### config.mk
export PLATFORM = sky130hd
export DESIGN_NAME = tlsr_regs
export DESIGN_NICKNAME = d
export VERILOG_FILES = /design/src/tlsr_pkg.sv /design/src/tlsr_regs.sv
export SDC_FILE = /design/constraint.sdc
export NUM_CORES = 1
export LEC_CHECK = 0
export ABC_AREA = 1
export BUFFER_PORTS_ARGS = -buffer_cell sky130_fd_sc_hd__buf_2
export CAP_MARGIN = 20
export CORE_MARGIN = 3
export CORE_UTILIZATION = 30
export CTS_CLUSTER_SIZE = 16
export DETAILED_ROUTE_END_ITERATION = 8
export GPL_TIMING_DRIVEN = 0
export HOLD_SLACK_MARGIN = 0.12
export SKIP_LAST_GASP = 1
export SLEW_MARGIN = 10
export SYNTH_ARGS = -nofsm -noshare
export SYNTH_HDL_FRONTEND = slang
export SYNTH_SLANG_ARGS = --single-unit
### constraint.sdc
create_clock -name clock_i -period 3.2 [get_ports clock_i]
set_clock_uncertainty 0.05 [all_clocks]
set_input_delay 0.32 -clock clock_i [delete_from_list [all_inputs] [get_ports clock_i]]
set_output_delay 0.32 -clock clock_i [all_outputs]
set_load 0.02 [all_outputs]
### src/tlsr_pkg.sv
// constants and carrier types for the thermal limit and status register bank
package tlsr_pkg;

  // register offsets
  localparam logic [7:0] TLSR_OFS_LOW_LIMIT  = 8'h03;
  localparam logic [7:0] TLSR_OFS_CRIT_LIMIT = 8'h04;
  localparam logic [7:0] TLSR_OFS_TEMP       = 8'h05;
  localparam logic [7:0] TLSR_OFS_MAKER      = 8'h06;
  localparam logic [7:0] TLSR_OFS_PART_REV   = 8'h07;
  localparam logic [7:0] TLSR_OFS_RESOL      = 8'h08;

  // field positions
  localparam int TLSR_LIM_HI       = 12;
  localparam int TLSR_LIM_LO       = 2;
  localparam int TLSR_BIT_CRIT     = 15;
  localparam int TLSR_BIT_HIGH     = 14;
  localparam int TLSR_BIT_LOW      = 13;
  localparam int TLSR_RES_FIELD_HI = 4;
  localparam int TLSR_RES_FIELD_LO = 3;

  // reset values
  localparam logic [15:0] TLSR_RST_LIMIT = 16'h0000;
  localparam logic [15:0] TLSR_RST_TEMP  = 16'h0000;
  localparam logic [4:0]  TLSR_RST_RESOL = 5'h0f;

  // resolution codes
  localparam logic [1:0] TLSR_RES_HALF      = 2'h0;
  localparam logic [1:0] TLSR_RES_QUARTER   = 2'h1;
  localparam logic [1:0] TLSR_RES_EIGHTH    = 2'h2;
  localparam logic [1:0] TLSR_RES_SIXTEENTH = 2'h3;

  // hysteresis in quarter degrees (limit lsb)
  localparam logic [11:0] TLSR_HYSTERESIS_SELECT_NONE = 12'h000;
  localparam logic [11:0] TLSR_HYSTERESIS_SELECT_1P5  = 12'h006;
  localparam logic [11:0] TLSR_HYSTERESIS_SELECT_3    = 12'h00c;
  localparam logic [11:0] TLSR_HYSTERESIS_SELECT_6    = 12'h018;

  // timing
  localparam int unsigned TLSR_CLK_HZ       = 100_000_000;
  localparam int unsigned TLSR_CONV_TIME_MS = 100;
  localparam int unsigned TLSR_CONV_CYC     = TLSR_CONV_TIME_MS * (TLSR_CLK_HZ / 1000);
  localparam int          TLSR_CNT_W        = 24;

  // register access request from the serial protocol engine
  typedef struct packed {
    logic        wr;
    logic        rd;
    logic [7:0]  addr;
    logic [15:0] wdata;
  } tlsr_req_t;

  // snapshot of one conversion: flags and temperature together
  typedef struct packed {
    logic        crit;
    logic        high;
    logic        low;
    logic [12:0] temp;
  } tlsr_result_t;

endpackage

### src/tlsr_regs.sv
// thermal limit and status register bank with hysteresis comparators
`timescale 1ns/100ps
// How it works
// - lower limit at offset 03; alarm when temperature below it.
// - window lock set makes lower limit read-only, writes ignored.
// - critical limit at 04; alarm above it until at or below limit minus hysteresis.
// - critical lock set makes critical limit read-only, writes discarded.
// - offset 05 gives signed temperature in bits 12..0, flags in 15..13.
// - bit 15 set above critical, clears at or below critical minus hysteresis.
// - bit 14 set above upper limit, clears at or below upper minus hysteresis.
// - bit 13 set below lower limit, cleared once at or above it.
// - fraction bits finer than selected resolution read as zero.
// - offset 06 returns a fixed 16-bit maker code.
// - offset 07 returns part id high byte, revision low byte.
// - resolution code at bits 4..3 of offset 08, reset value 000f.
// - selected resolution is mirrored into the capabilities field.
// - bits 2..0 of resolution copied to capabilities; host writes ones.
// - a conversion is started and stored within every 100 ms.
// - three synchronised select-address inputs form the low bus address.
// - two-bit hysteresis selects none, 1.5, 3 or 6 degrees.
// - comparisons use only temperature bits 12 down to 2.
// - power-down stops conversions, updates and alarms; bus keeps working.
module tlsr_regs
  import tlsr_pkg::*;
#(
  parameter int unsigned CONV_PERIOD_CYC = TLSR_CONV_CYC,
  parameter logic [15:0] MAKER_CODE      = 16'h1a2b, // arbitrary value
  parameter logic [7:0]  PART_ID         = 8'h5c,    // arbitrary value
  parameter logic [7:0]  REVISION_ID     = 8'h01     // arbitrary value
)
(
  input  wire logic              clock_i,
  input  wire logic              rst_i,
  input  wire logic              ce_i,
  input  wire tlsr_req_t         req_i,
  output logic                   rd_valid_o,
  output logic [15:0]            rd_data_o,
  input  wire logic [15:0]       upper_limit_i,
  input  wire logic [1:0]        hysteresis_select_i,
  input  wire logic              window_limit_lock_i,
  input  wire logic              critical_limit_lock_i,
  input  wire logic              sensor_power_down_i,
  input  wire logic              alarm_enable_i,
  input  wire logic              critical_only_i,
  output logic                   conv_start_o,
  input  wire logic              sample_valid_i,
  input  wire logic [12:0]       sample_i,
  output logic                   alarm_o,
  output logic [4:0]             cap_mirror_o,
  input  wire logic              select_addr_bit0_i,
  input  wire logic              select_addr_bit1_i,
  input  wire logic              select_addr_bit2_i,
  output logic [2:0]             bus_addr_low_o
);

  // signed compare value from bits 12..2, widened by one bit for subtraction
  function automatic logic signed [11:0] cmp_val(input logic [12:0] v);
    cmp_val = {v[12], v[12:2]};
  endfunction

  logic [10:0]           low_lim_q;
  logic [10:0]           crit_lim_q;
  logic [4:0]            resol_q;
  tlsr_result_t          res_q;
  tlsr_result_t          res_d;
  logic [TLSR_CNT_W-1:0] conv_cnt_q;
  logic [15:0]           rd_data_q;
  logic                  rd_valid_q;
  logic [2:0]            sa_s1_q;
  logic [2:0]            sa_s2_q;
  logic [2:0]            sa_s3_q;
  logic [2:0]            sa_q;

  // write decode; locks gate the limit strobes
  wire wr_low   = ce_i & req_i.wr & (req_i.addr == TLSR_OFS_LOW_LIMIT) & ~window_limit_lock_i;
  wire wr_crit  = ce_i & req_i.wr & (req_i.addr == TLSR_OFS_CRIT_LIMIT) & ~critical_limit_lock_i;
  wire wr_resol = ce_i & req_i.wr & (req_i.addr == TLSR_OFS_RESOL);

  // hysteresis decode
  logic [11:0] hysteresis_select;
  always_comb
  begin
    unique case (hysteresis_select_i)
      2'h0:    hysteresis_select = TLSR_HYSTERESIS_SELECT_NONE;
      2'h1:    hysteresis_select = TLSR_HYSTERESIS_SELECT_1P5;
      2'h2:    hysteresis_select = TLSR_HYSTERESIS_SELECT_3;
      2'h3:    hysteresis_select = TLSR_HYSTERESIS_SELECT_6;
    endcase
  end

  // comparator operands, only bits 12..2 take part
  wire logic signed [11:0] t_cmp    = cmp_val(sample_i);
  wire logic signed [11:0] lo_cmp   = {low_lim_q[10], low_lim_q};
  wire logic signed [11:0] cr_cmp   = {crit_lim_q[10], crit_lim_q};
  wire logic signed [11:0] hi_cmp   = cmp_val(upper_limit_i[12:0]);
  wire logic signed [11:0] cr_thr_h = cr_cmp - $signed(hysteresis_select);
  wire logic signed [11:0] hi_thr_h = hi_cmp - $signed(hysteresis_select);

  // resolution mask: fraction bits below the selected lsb read zero
  wire logic [1:0]  res_code = resol_q[TLSR_RES_FIELD_HI:TLSR_RES_FIELD_LO];
  wire logic [12:0] res_mask = (res_code == TLSR_RES_HALF)    ? 13'h1ff8 :
                               (res_code == TLSR_RES_QUARTER) ? 13'h1ffc :
                               (res_code == TLSR_RES_EIGHTH)  ? 13'h1ffe : 13'h1fff;

  // next snapshot; a held crit or high flag switches to its released threshold
  always_comb
  begin
    res_d.crit = res_q.crit ? (t_cmp > cr_thr_h) : (t_cmp > cr_cmp);
    res_d.high = res_q.high ? (t_cmp > hi_thr_h) : (t_cmp > hi_cmp);
    res_d.low  = (t_cmp < lo_cmp);
    res_d.temp = sample_i & res_mask;
  end

  // conversion pacing; a late adc never widens the gap between starts, so period is the bound
  wire conv_wrap = (conv_cnt_q == TLSR_CNT_W'(CONV_PERIOD_CYC - 1));
  always_ff @(posedge clock_i)
  begin
    if (rst_i)
      conv_cnt_q <= '0;
    else if (ce_i & ~sensor_power_down_i)
      conv_cnt_q <= conv_wrap ? '0 : conv_cnt_q + 1'b1;
  end
  assign conv_start_o = ce_i & ~sensor_power_down_i & conv_wrap;

  // limit registers keep only bits 12..2; the rest read as zero
  always_ff @(posedge clock_i)
  begin
    if (rst_i)
    begin
      low_lim_q  <= TLSR_RST_LIMIT[12:2];
      crit_lim_q <= TLSR_RST_LIMIT[12:2];
      resol_q    <= TLSR_RST_RESOL;
    end
    else
    begin
      if (wr_low)
        low_lim_q <= req_i.wdata[TLSR_LIM_HI:TLSR_LIM_LO];
      if (wr_crit)
        crit_lim_q <= req_i.wdata[TLSR_LIM_HI:TLSR_LIM_LO];
      if (wr_resol)
        resol_q <= req_i.wdata[4:0];
    end
  end

  // value and flags land in one register, so a read never mixes conversions
  always_ff @(posedge clock_i)
  begin
    if (rst_i)
      res_q <= tlsr_result_t'(TLSR_RST_TEMP);
    else if (ce_i & sample_valid_i & ~sensor_power_down_i)
      res_q <= res_d;
  end

  // capabilities mirror of test bits and resolution code
  assign cap_mirror_o = resol_q;

  // read mux
  logic [15:0] rd_mux;
  always_comb
  begin
    unique case (req_i.addr)
      TLSR_OFS_LOW_LIMIT:  rd_mux = {3'h0, low_lim_q, 2'h0};
      TLSR_OFS_CRIT_LIMIT: rd_mux = {3'h0, crit_lim_q, 2'h0};
      TLSR_OFS_TEMP:       rd_mux = res_q;
      TLSR_OFS_MAKER:      rd_mux = MAKER_CODE;
      TLSR_OFS_PART_REV:   rd_mux = {PART_ID, REVISION_ID};
      TLSR_OFS_RESOL:      rd_mux = {11'h000, resol_q};
      default:             rd_mux = 16'h0000;
    endcase
  end

  always_ff @(posedge clock_i)
  begin
    if (rst_i)
    begin
      rd_data_q  <= 16'h0000;
      rd_valid_q <= 1'b0;
    end
    else if (ce_i)
    begin
      rd_valid_q <= req_i.rd;
      if (req_i.rd)
        rd_data_q <= rd_mux;
    end
  end
  assign rd_data_o  = rd_data_q;
  assign rd_valid_o = rd_valid_q;

  // alarm level; silent in power-down, polarity handled by the pin driver
  assign alarm_o = alarm_enable_i & ~sensor_power_down_i &
                   (res_q.crit | (~critical_only_i & (res_q.high | res_q.low)));

  // select-address pins: three stages, change accepted once stages two and three agree
  always_ff @(posedge clock_i)
  begin
    if (rst_i)
    begin
      sa_s1_q <= 3'h0;
      sa_s2_q <= 3'h0;
      sa_s3_q <= 3'h0;
      sa_q    <= 3'h0;
    end
    else if (ce_i)
    begin
      sa_s1_q <= {select_addr_bit2_i, select_addr_bit1_i, select_addr_bit0_i};
      sa_s2_q <= sa_s1_q;
      sa_s3_q <= sa_s2_q;
      if (sa_s2_q == sa_s3_q)
        sa_q <= sa_s3_q;
    end
  end
  assign bus_addr_low_o = sa_q;
endmodule

==> results of run 1 <==
==> worst register-to-register path, stage by stage (launching register included) <==
cell	delay [ns]
dfxtp_2	0.34
inv_2	0.08
ha_1	0.15
inv_1	0.06
fa_2	0.35
nand2_1	0.07
a21oi_1	0.08
nand3b_1	0.21
nor3_2	0.26
nand2_1	0.07
nand2_1	0.06
inv_1	0.06
ha_4	0.28
nand2_1	0.08
nor2_2	0.11
and2_4	0.16
nand4_1	0.11
nand3_1	0.12
nand2_1	0.05
inv_1	0.05
nor2_1	0.04
==> stage by stage <==
step / setup slack (ns) / TNS (ns) / total power, W
after global placement: -0.253 / -0.488 / 0.00169
after floorplan: 0.247 / 0 / 0.00155
after detailed placement: -0.284 / -0.525 / 0.00170
after CTS: 0.0378 / 0 / 0.00285
after global routing: -0.0239 / -0.0239 / 0.00297
final: 0.289 / 0 / 0.00283
==> logic make-up (layout without fill, tap and decap cells) <==
family | Yosys count | count (layout) | share of synthesized area (%)
AO/OA/AOI/OAI | 162 | 162 | 14.5
adder cells (fa/ha/maj) | 67 | 67 | 13.3
buffers and inverters | 162 | 266 | 9.86
XOR/XNOR | 22 | 22 | 3.00
flip-flops | 96 | 96 | 29.9
AND/OR/NAND/NOR | 438 | 438 | 29.5
==> power groups by stage <==
stage	combinational, W	clock [W]	sequential [W]
after floorplan	0.000290	0	0.00126
after global placement	0.000435	0	0.00126
after detailed placement	0.000441	0	0.00126
after CTS	0.000444	0.00117	0.00123
after global routing	0.000526	0.00121	0.00123
final	0.000451	0.00115	0.00123
==> synthesized netlist by cell type, drive strengths merged <==
cell type	n	area, µm²
o22ai	3	18.8
nand2	216	831
nand4	18	113
buf	12	71.3
dfxtp	96	1920
nand3b	2	15.0
ha	65	813
nor4	1	6.26
a21o	3	22.5
inv	139	522
and2	3	18.8
a31oi	2	12.5
or2	1	6.26
o211ai	7	52.6
a221oi	1	8.76
a31o	1	8.76
xor2	19	166
a21oi	72	360
o21bai	1	7.51
nor3	19	144
nor2	119	467
nor3b	2	15.0
o21ai	59	295
nand3	57	285
fa	2	40.0
clkbuf	11	41.3
xnor2	3	26.3
a211oi	13	143
==> worst paths after layout <==
kind,endpoint,slack (ns),depth (start not counted)
worst max-delay path,res_q[15],0.29,20
worst min register to register,res_q[9],0.40,2
worst max register to register,res_q[15],0.29,20
worst min-delay path,cap_mirror_o[0],0.13,3
==> final cells by class <==
type / instances / area share, %
buffer: 23 / 1.48
clock buffer: 11 / 3.33
clock inverter: 5 / 0.841
inverter: 139 / 6.87
multi-input combinational: 689 / 51.8
sequential: 96 / 25.3
tap: 270 / 4.45
timing repair buffer: 88 / 5.84
==> layer usage <==
layer | wire length [µm] | GRT usage, % | vias to the layer above
met5 | 0 | 0 | -
met4 | 161 | 2.89 | 0
met3 | 790 | 3.04 | 9
met2 | 8460 | 25.9 | 134
met1 | 9410 | 22.0 | 2800
li1 | - | - | 3285
==> flip-flops by register name, summed over array words and instances (netlist names) <==
| name | cells |
|---|---|
| cap_mirror_o | 5 |
| sa_s1_q | 3 |
| rd_data_o | 16 |
| low_lim_q | 11 |
| bus_addr_low_o | 3 |
| conv_cnt_q | 24 |
| sa_s2_q | 3 |
| rd_valid_o | 1 |
| crit_lim_q | 11 |
| res_q | 16 |
| sa_s3_q | 3 |
==> what timing repair did <==
item                       in CTS  in global routing
buffers inserted                0                  1
setup endpoints to repair       0                  2
resized for setup               0                 16
==> run summary, run 1 <==
### Floorplan
- 96 — number of placed I/O pins
- 52 — Rows
- 23200 µm² — die footprint
- 20600 µm² — floorplan core area
- 31.2% — starting utilization of the core area
- 152 µm — Die Ht
- 152 µm — die span in x

### Worst setup path
- 0.35 ns — maximum single-stage delay on the critical path
- 3.41 ns — endpoint required time on the critical path
- flip-flop — kind of end point of the critical path
- fa_2 — crit path max-delay cell type
- crit_lim_q[1] — launching point of the worst reg2reg path
- nand2_1 — most frequent cell on the critical path
- 3.12 ns — endpoint arrival time on the critical path
- flip-flop — kind of start point of the critical path
- flip-flop to flip-flop — classification of the worst setup path
- 4 — maximum fanout count along the critical path
- crit_lim_q[1] — launch point of the worst path
- inv_2 > ha_1 > inv_1 > fa_2 > nand2_1 > a21oi_1 > nand3b_1 > nor3_2 > nand2_1 > nand2_1 > inv_1 > ha_4 > nand2_1 > nor2_2 > and2_4 > nand4_1 > nand3_1 > nand2_1 > inv_1 > nor2_1 — cell-by-cell trace of the critical path
- simple AND/OR/NAND/NOR gates — gate family responsible for the most delay along the worst path
- 4 — total buffers and inverters traversed by the critical path

### Synth
- 40 — Netlist cell types
- 947 — number of instances in the synthesized netlist
- 96 — flops & latches, synth
- 1083 — net count after synthesis
- 6.79 µm² — Post-Synthesis Mean Instance Area
- 29.9% — sequential element share of the synthesized area
- 6430 µm² — Syn Std Cell Area
- 0 — Yosys warning count

### Outcome
- complete, no violations — run status

### STA
- 0 — Setup-failing EPs final
- 0.130 ns — worst hold slack after final layout
- 91.0% — fraction of the cycle the final worst path needs
- 0 — final hold viol count
- 0.765 ns — actual transition at the worst max-transition pin
- 49.0% — worst slew slack as a fraction of its limit
- 2.91 ns — clock period minus final worst setup slack
- 344 MHz — achievable frequency
- 0 — fin. max-slew vios

### Clocking
- 0.36 ns — latest clock arrival within the worst-skew pair
- 9 — TritonCTS buffer count
- 96 — total number of clock tree sinks
- 2 — Max Buffers Root-to-Sink
- 0 — Hold-fix buffers, CTS
- 3 — H-tree depth
- clkbuf_16 — CTS root buf
- built — CTS tree
- 0.07 ns — clock-pin transition on the worst setup and hold timing paths

### Final layout
- 1321 — final std cells w/o fill
- nand2_1 — most frequent standard cell in the layout excluding fill and tap cells
- 36.8% — final core utilization
- 7590 µm² — final std cell area, no fill
- 2222 — total of fill cells in the finished design
- 3940 µm² — multi-input combinational cell area
- 0 — number of antenna cells inserted
- 1920 µm² — sequential cell area in the final layout
- 18.0% — area overhead of the layout relative to synthesis
- 1182 — final-stage net count
- 14.9% — layout cells sized above 1
- nand2_1 (211), inv_1 (136), nor2_1 (111), dfxtp_1 (95), buf_2 (93) — commonest cells after routing, fill and taps aside

### GRT
- 0 — number of antenna violations at the first check in global routing
- 17 — pin count of the biggest net entering global routing
- 0 — global-route congestion overflow total
- 30.0 mm — first-pass GRT wire length
- 5811 — via count of the first global-routing pass
- 15.8% — total global routing track utilization

### Power and ir drop
- 27.9% — switching power as a share of total power
- 15.9% — Comb pwr share
- 40.6% — clock share of power
- 0.223 mV — largest vdd supply drop
- 373 nW/µm² — Power per Cell Area
- 3.48 nW — Lkg Pwr
- 0.000791 W — Psw
- 43.5% — Seq pwr share
- 0.00204 W — internal power component

### Routing
- 14.2 µm — average wire length per cell after detail routing
- 0 — detailed-route DRC error count
- 4 — number of iterations in the first detailed-routing pass
- 18.8 mm — wire length reported by the detailed router
- 6228 — number of vias after detailed routing
- 0 — antenna-violating nets left
- 4.71 — Vias/cell
- 275 — number of DRC markers in iteration 0

### Placement
- 7210 µm² — post-detailed-placement cell area
- 0.877 — weighted congestion at the end of routability-driven global placement
- 15.0 mm — Post-DP HPWL
- 1304 — cell count after placement
- 87 — number of port buffers

### Min path
- input pin to flip-flop — Hold/Removal Path Class
- req_i[0] — startpoint of the tightest hold check path

### Run
- 0 — max-cap check violation count

(Power assumes the default switching activity.)
==> inputs of run 2 (changes only) <==
--- a/config.mk
+++ b/config.mk
@@ -6,7 +6,7 @@
 export NUM_CORES = 1
 export LEC_CHECK = 0
 export ABC_AREA = 1
-export BUFFER_PORTS_ARGS = -buffer_cell sky130_fd_sc_hd__buf_2
+export BUFFER_PORTS_ARGS = -buffer_cell sky130_fd_sc_hd__clkbuf_2
 export CAP_MARGIN = 20
 export CORE_MARGIN = 3
 export CORE_UTILIZATION = 30
==> run 2 against run 1 <==
Sequential power about the same. Non-clock buffer count did not move. Via count about the same. Worst hold slack got worse by 0.0020 ns. Sequential share of layout area is 0.067 points higher.
==> run summary, run 2 (synthesis gave the netlist of run 1 again) <==
### Final layout
- 0 — number of antenna cells inserted
- nand2_1 — most frequent standard cell in the layout excluding fill and tap cells
- 2232 — total of fill cells in the finished design
- 14.9% — layout cells sized above 1
- 1920 µm² — sequential cell area in the final layout
- conv_cnt_q — register with the highest flop count
- 3920 µm² — multi-input combinational cell area
- 1182 — final-stage net count
- nand2_1 (211), inv_1 (135), nor2_1 (111), dfxtp_1 (95), clkbuf_2 (87) — commonest cells after routing, fill and taps aside
- 7570 µm² — final std cell area, no fill
- 17.7% — area overhead of the layout relative to synthesis
- 1320 — final std cells w/o fill
- 24 — number of flip-flops in the largest register

### Placement
- 1304 — cell count after placement
- 7210 µm² — post-detailed-placement cell area
- 14.9 mm — Post-DP HPWL
- 87 — number of port buffers
- 0.882 — weighted congestion at the end of routability-driven global placement

### Floorplan
- 52 — Rows
- 152 µm — Die Ht
- 20600 µm² — floorplan core area
- 31.2% — starting utilization of the core area
- 152 µm — die span in x
- 23200 µm² — die footprint
- 96 — number of placed I/O pins

### Power and ir drop
- 0.00285 W — Final Power
- 376 nW/µm² — Power per Cell Area
- 0.222 mV — largest vdd supply drop
- 3.46 nW — Lkg Pwr

### Clocking
- 2 — Max Buffers Root-to-Sink
- 3 — H-tree depth
- clkbuf_16 — CTS root buf
- 0.36 ns — latest clock arrival within the worst-skew pair
- built — CTS tree
- 0 — Hold-fix buffers, CTS
- 0.07 ns — clock-pin transition on the worst setup and hold timing paths
- 9 — TritonCTS buffer count
- 96 — total number of clock tree sinks

### Outcome
- complete, no violations — run status

### Worst setup path
- flip-flop — kind of end point of the critical path
- 3.14 ns — endpoint arrival time on the critical path
- 3.41 ns — endpoint required time on the critical path
- flip-flop — kind of start point of the critical path
- flip-flop to flip-flop — classification of the worst setup path
- 4 — maximum fanout count along the critical path

### STA
- 2.94 ns — clock period minus final worst setup slack
- 0.128 ns — worst hold slack after final layout
- yes — setup repair after global routing missed its margin
- 91.7% — fraction of the cycle the final worst path needs
- 0 — fin. max-slew vios
- 0.794 ns — actual transition at the worst max-transition pin
- 341 MHz — achievable frequency
- 0 — Setup-failing EPs final
- 47.1% — worst slew slack as a fraction of its limit
- 0 — final hold viol count

### Routing
- 4.71 — Vias/cell
- 0 — antenna-violating nets left
- 14.2 µm — average wire length per cell after detail routing
- 6222 — number of vias after detailed routing
- 0 — detailed-route DRC error count
- 18.7 mm — wire length reported by the detailed router
- 353 — number of DRC markers in iteration 0
- 5 — number of iterations in the first detailed-routing pass

### GRT
- 0 — number of antenna violations at the first check in global routing
- 0 — global-route congestion overflow total
- 5681 — via count of the first global-routing pass
- 29.9 mm — first-pass GRT wire length
- 16 — pin count of the biggest net entering global routing
- 15.8% — total global routing track utilization

### Run
- 0 — max-cap check violation count

### Min path
- input pin to flip-flop — Hold/Removal Path Class

[run 2: layer usage]
metal	share of wire [%]	vias to the layer above	routed length [µm]	track usage, %
met2	45	127	8370	25.2
met1	50	2796	9360	22.2
met3	3.8	20	717	3.01
met5	0	-	0	0
li1	-	3279	-	-
met4	1.4	0	253	3.56
[run 2: what timing repair did]
action	CTS	global route
endpoints found under the setup margin	1	2
resized for setup	1	14
endpoints found under the hold margin	0	0
buffers inserted	0	1
pin swaps	0	4
[run 2: power breakdown]
group | switching (W) | internal, W
logic | 0.000280 | 0.000170
registers | 0.0000138 | 0.00122
clock network | 0.000487 | 0.000678
total | 0.000781 | 0.00207
[run 2: area by class of cell]
type                            count  area share [%]
Buffer                             23            1.49
Multi-Input combinational cell    689            51.8
Tap cell                          270            4.46
Sequential cell                    96            25.4
Inverter                          139            6.89
Timing Repair Buffer               88            5.85
Clock buffer                        9            2.98
Clock inverter                      6            1.12
[run 2: critical path, stage by stage, from the launching register on]
cell and delay (ns):
dfxtp_2 0.33, inv_2 0.09, ha_2 0.18, inv_1 0.06, fa_2 0.35, nand2_1 0.07, a21oi_1 0.07, nand3b_1 0.20
nor3_2 0.27, nand2_1 0.08, nand2_1 0.06, inv_1 0.06, ha_4 0.28, nand2_1 0.07, nor2_2 0.10, and2_4 0.15
nand2_2 0.06, nand3_2 0.05, nand2_1 0.05, nand3_1 0.06, nand2_1 0.05, inv_1 0.04, nor2_1 0.03
[run 2: final timing paths]
check	slack, ns	endpoint	cells past startpoint	start
worst max-delay path	0.26	res_q[15]	22	crit_lim_q[1]
worst min-delay path	0.13	cap_mirror_o[0]	3	req_i[0]
worst max register to register	0.26	res_q[15]	22	crit_lim_q[1]
worst min register to register	0.41	res_q[9]	2	res_q[9]
[run 2: stage by stage]
stage / TNS [ns] / util (%) / setup slack [ns]
final: 0 / 36.7 / 0.264
after global routing: -0.0182 / 36.7 / -0.0151
after CTS: 0 / 36.5 / 0.0860
after detailed placement: -0.513 / 34.9 / -0.260
after global placement: -0.459 / 34.9 / -0.237
after floorplan: 0 / - / 0.247
==> inputs of run 3 (changes only) <==
--- a/config.mk
+++ b/config.mk
@@ -7,13 +7,15 @@
 export LEC_CHECK = 0
 export ABC_AREA = 1
 export BUFFER_PORTS_ARGS = -buffer_cell sky130_fd_sc_hd__clkbuf_2
-export CAP_MARGIN = 20
+export CAP_MARGIN = 10
 export CORE_MARGIN = 3
 export CORE_UTILIZATION = 30
 export CTS_CLUSTER_SIZE = 16
 export DETAILED_ROUTE_END_ITERATION = 8
 export GPL_TIMING_DRIVEN = 0
 export HOLD_SLACK_MARGIN = 0.12
+export MAX_ROUTING_LAYER = met4
+export PLACE_DENSITY = 0.46
 export SKIP_LAST_GASP = 1
 export SLEW_MARGIN = 10
 export SYNTH_ARGS = -nofsm -noshare
==> run 3 against run 2 <==
Worst setup slack got worse by 0.036 ns. Clock power is 3% higher. Non-clock buffer count fell by 1. Combinational power about the same. Via count fell by 0.39%. Critical path type unchanged.
==> run summary, run 3 (synthesis gave the netlist of run 1 again) <==
### Placement
- 1304 — cell count after placement
- -0.251 ns — minimum setup slack after placement
- 16.1 mm — Post-DP HPWL
- 0.855 — weighted congestion at the end of routability-driven global placement
- 87 — number of port buffers

### Worst setup path
- 0.34 ns — maximum single-stage delay on the critical path
- 0.23 ns — register-to-register setup slack
- nand2_1 — most frequent cell on the critical path
- 4 — total buffers and inverters traversed by the critical path
- flip-flop — kind of start point of the critical path
- 4 — maximum fanout count along the critical path
- simple AND/OR/NAND/NOR gates — gate family responsible for the most delay along the worst path
- crit_lim_q[1] — launching point of the worst reg2reg path
- 3.39 ns — endpoint required time on the critical path
- flip-flop to flip-flop — classification of the worst setup path
- flip-flop — kind of end point of the critical path
- res_q[15] — capture point of the worst reg-to-reg path
- 22 — path length in cells of the critical path
- dfxtp_1 — crit path max-delay cell type
- 22 — worst reg2reg path depth
- inv_2 > ha_1 > inv_1 > fa_2 > nand2_1 > a21oi_1 > nand3b_1 > nor3_2 > nand2_1 > nand2_1 > inv_1 > ha_4 > nand2_1 > nor2_2 > and2_4 > nand2_1 > nand3_1 > nand2_1 > nand3_1 > nand2_1 > inv_1 > nor2_1 — cell-by-cell trace of the critical path
- 3.16 ns — endpoint arrival time on the critical path

### GRT
- 32.0 mm — first-pass GRT wire length
- 18 — pin count of the biggest net entering global routing
- 0 — number of antenna violations at the first check in global routing
- 0 — global-route congestion overflow total
- 5904 — via count of the first global-routing pass
- 17.5% — total global routing track utilization

### Clocking
- 0 — Hold-fix buffers, CTS
- 96 — total number of clock tree sinks
- 3 — H-tree depth
- built — CTS tree
- clkbuf_16 — CTS root buf
- 0.35 ns — latest clock arrival within the worst-skew pair
- 0.07 ns — clock-pin transition on the worst setup and hold timing paths
- 2 — Max Buffers Root-to-Sink
- 9 — TritonCTS buffer count

### STA
- 0.229 ns — worst setup margin
- 2.97 ns — clock period minus final worst setup slack
- 0.149 ns — worst hold slack after final layout
- yes — setup repair after global routing missed its margin
- 337 MHz — achievable frequency
- 0 — fin. max-slew vios
- 0 — Setup-failing EPs final
- 0 — final hold viol count
- 92.9% — fraction of the cycle the final worst path needs
- 0.794 ns — actual transition at the worst max-transition pin
- 47.1% — worst slew slack as a fraction of its limit

### Routing
- 15.2 µm — average wire length per cell after detail routing
- 0 — antenna-violating nets left
- 314 — number of DRC markers in iteration 0
- 4.70 — Vias/cell
- 20.1 mm — wire length reported by the detailed router
- 6198 — number of vias after detailed routing
- 0 — detailed-route DRC error count
- 5 — number of iterations in the first detailed-routing pass

### Final layout
- conv_cnt_q — register with the highest flop count
- nand2_1 — most frequent standard cell in the layout excluding fill and tap cells
- 14.3% — layout cells sized above 1
- 0 — number of antenna cells inserted
- 1320 — final std cells w/o fill
- nand2_1 (212), inv_1 (136), nor2_1 (111), dfxtp_1 (96), clkbuf_2 (87) — commonest cells after routing, fill and taps aside
- 1181 — final-stage net count
- 17.6% — area overhead of the layout relative to synthesis
- 24 — number of flip-flops in the largest register
- 2281 — total of fill cells in the finished design

### Power and ir drop
- 381 nW/µm² — Power per Cell Area
- 3.46 nW — Lkg Pwr
- 0.286 mV — largest vdd supply drop
- 0.00288 W — Final Power

### Floorplan
- 152 µm — Die Ht
- 23200 µm² — die footprint
- 152 µm — die span in x
- 52 — Rows
- 31.2% — starting utilization of the core area
- 96 — number of placed I/O pins
- 20600 µm² — floorplan core area

### Outcome
- complete, no violations — run status

### Min path
- sa_s1_q[1] — Min-Delay Endpoint
- 3 — number of cells traversed by the worst hold path
- select_addr_bit1_i — startpoint of the tightest hold check path
- input pin to flip-flop — Hold/Removal Path Class

### Run
- 0 — max-cap check violation count

-- run 3: changes by cell type in the layout (fill, tap and decap cells not counted), moves of 2 or more --
cell	previous run	this run
clkinv_2	2	0
ha_1	62	64
ha_2	2	0
inv_6	0	2
-- run 3: how the worst max path moves through the flow --
stage                                 startpoint         to  slack [ns]
final                              crit_lim_q[1]  res_q[15]        0.23
after global routing      hysteresis_select_i[1]  res_q[14]       -0.04
after CTS                          crit_lim_q[1]  res_q[15]        0.08
after detailed placement  hysteresis_select_i[1]  res_q[14]       -0.25
after global placement    hysteresis_select_i[1]  res_q[14]       -0.25
after floorplan           hysteresis_select_i[1]  res_q[14]        0.25
-- run 3: report_power, final --
part           leakage (nW)  switching, W  internal (W)
Combinational          2.53      0.000281      0.000168
Clock                 0.153      0.000504      0.000693
Sequential            0.778     0.0000140       0.00122
-- run 3: per-stage QoR --
step	util [%]	TNS (ns)	instance area (µm²)
floorplan	-	0	6430
finish	36.7	0	7560
global route	36.7	-0.0446	7560
detailed placement	34.9	-0.500	7210
CTS	36.5	0	7540
global placement	34.9	-0.465	7210
-- run 3: area by class of cell --
class | count | area, µm² | share of cell area [%]
inverter | 139 | 522 | 6.90
multi-input combinational | 689 | 3910 | 51.7
sequential | 96 | 1920 | 25.4
clock inverter | 7 | 101 | 1.34
buffer | 23 | 113 | 1.49
clock buffer | 9 | 225 | 2.98
timing repair buffer | 87 | 435 | 5.76
tap | 270 | 338 | 4.47
-- run 3: timing repair --
| item | in CTS | in global routing |
|---|---|---|
| resized for setup | 1 | 8 |
| setup buffers | 0 | 0 |
| endpoints found under the setup margin | 1 | 2 |
| pin swaps | 0 | 2 |
-- run 3: worst min-delay path, delay by kind of cell --
| family | cells | cell delay (ns) |
|---|---|---|
| simple gates | 2 | 0.11 |
| buf+inv | 1 | 0.08 |
-- run 3: metal layers --
metal | track usage (%) | routed length, µm | up-vias
met5 | - | 0 | -
met3 | 2.64 | 749 | 11
met2 | 26.6 | 8760 | 113
met4 | 2.76 | 135 | 0
met1 | 25.3 | 10500 | 2793
li1 | - | - | 3281
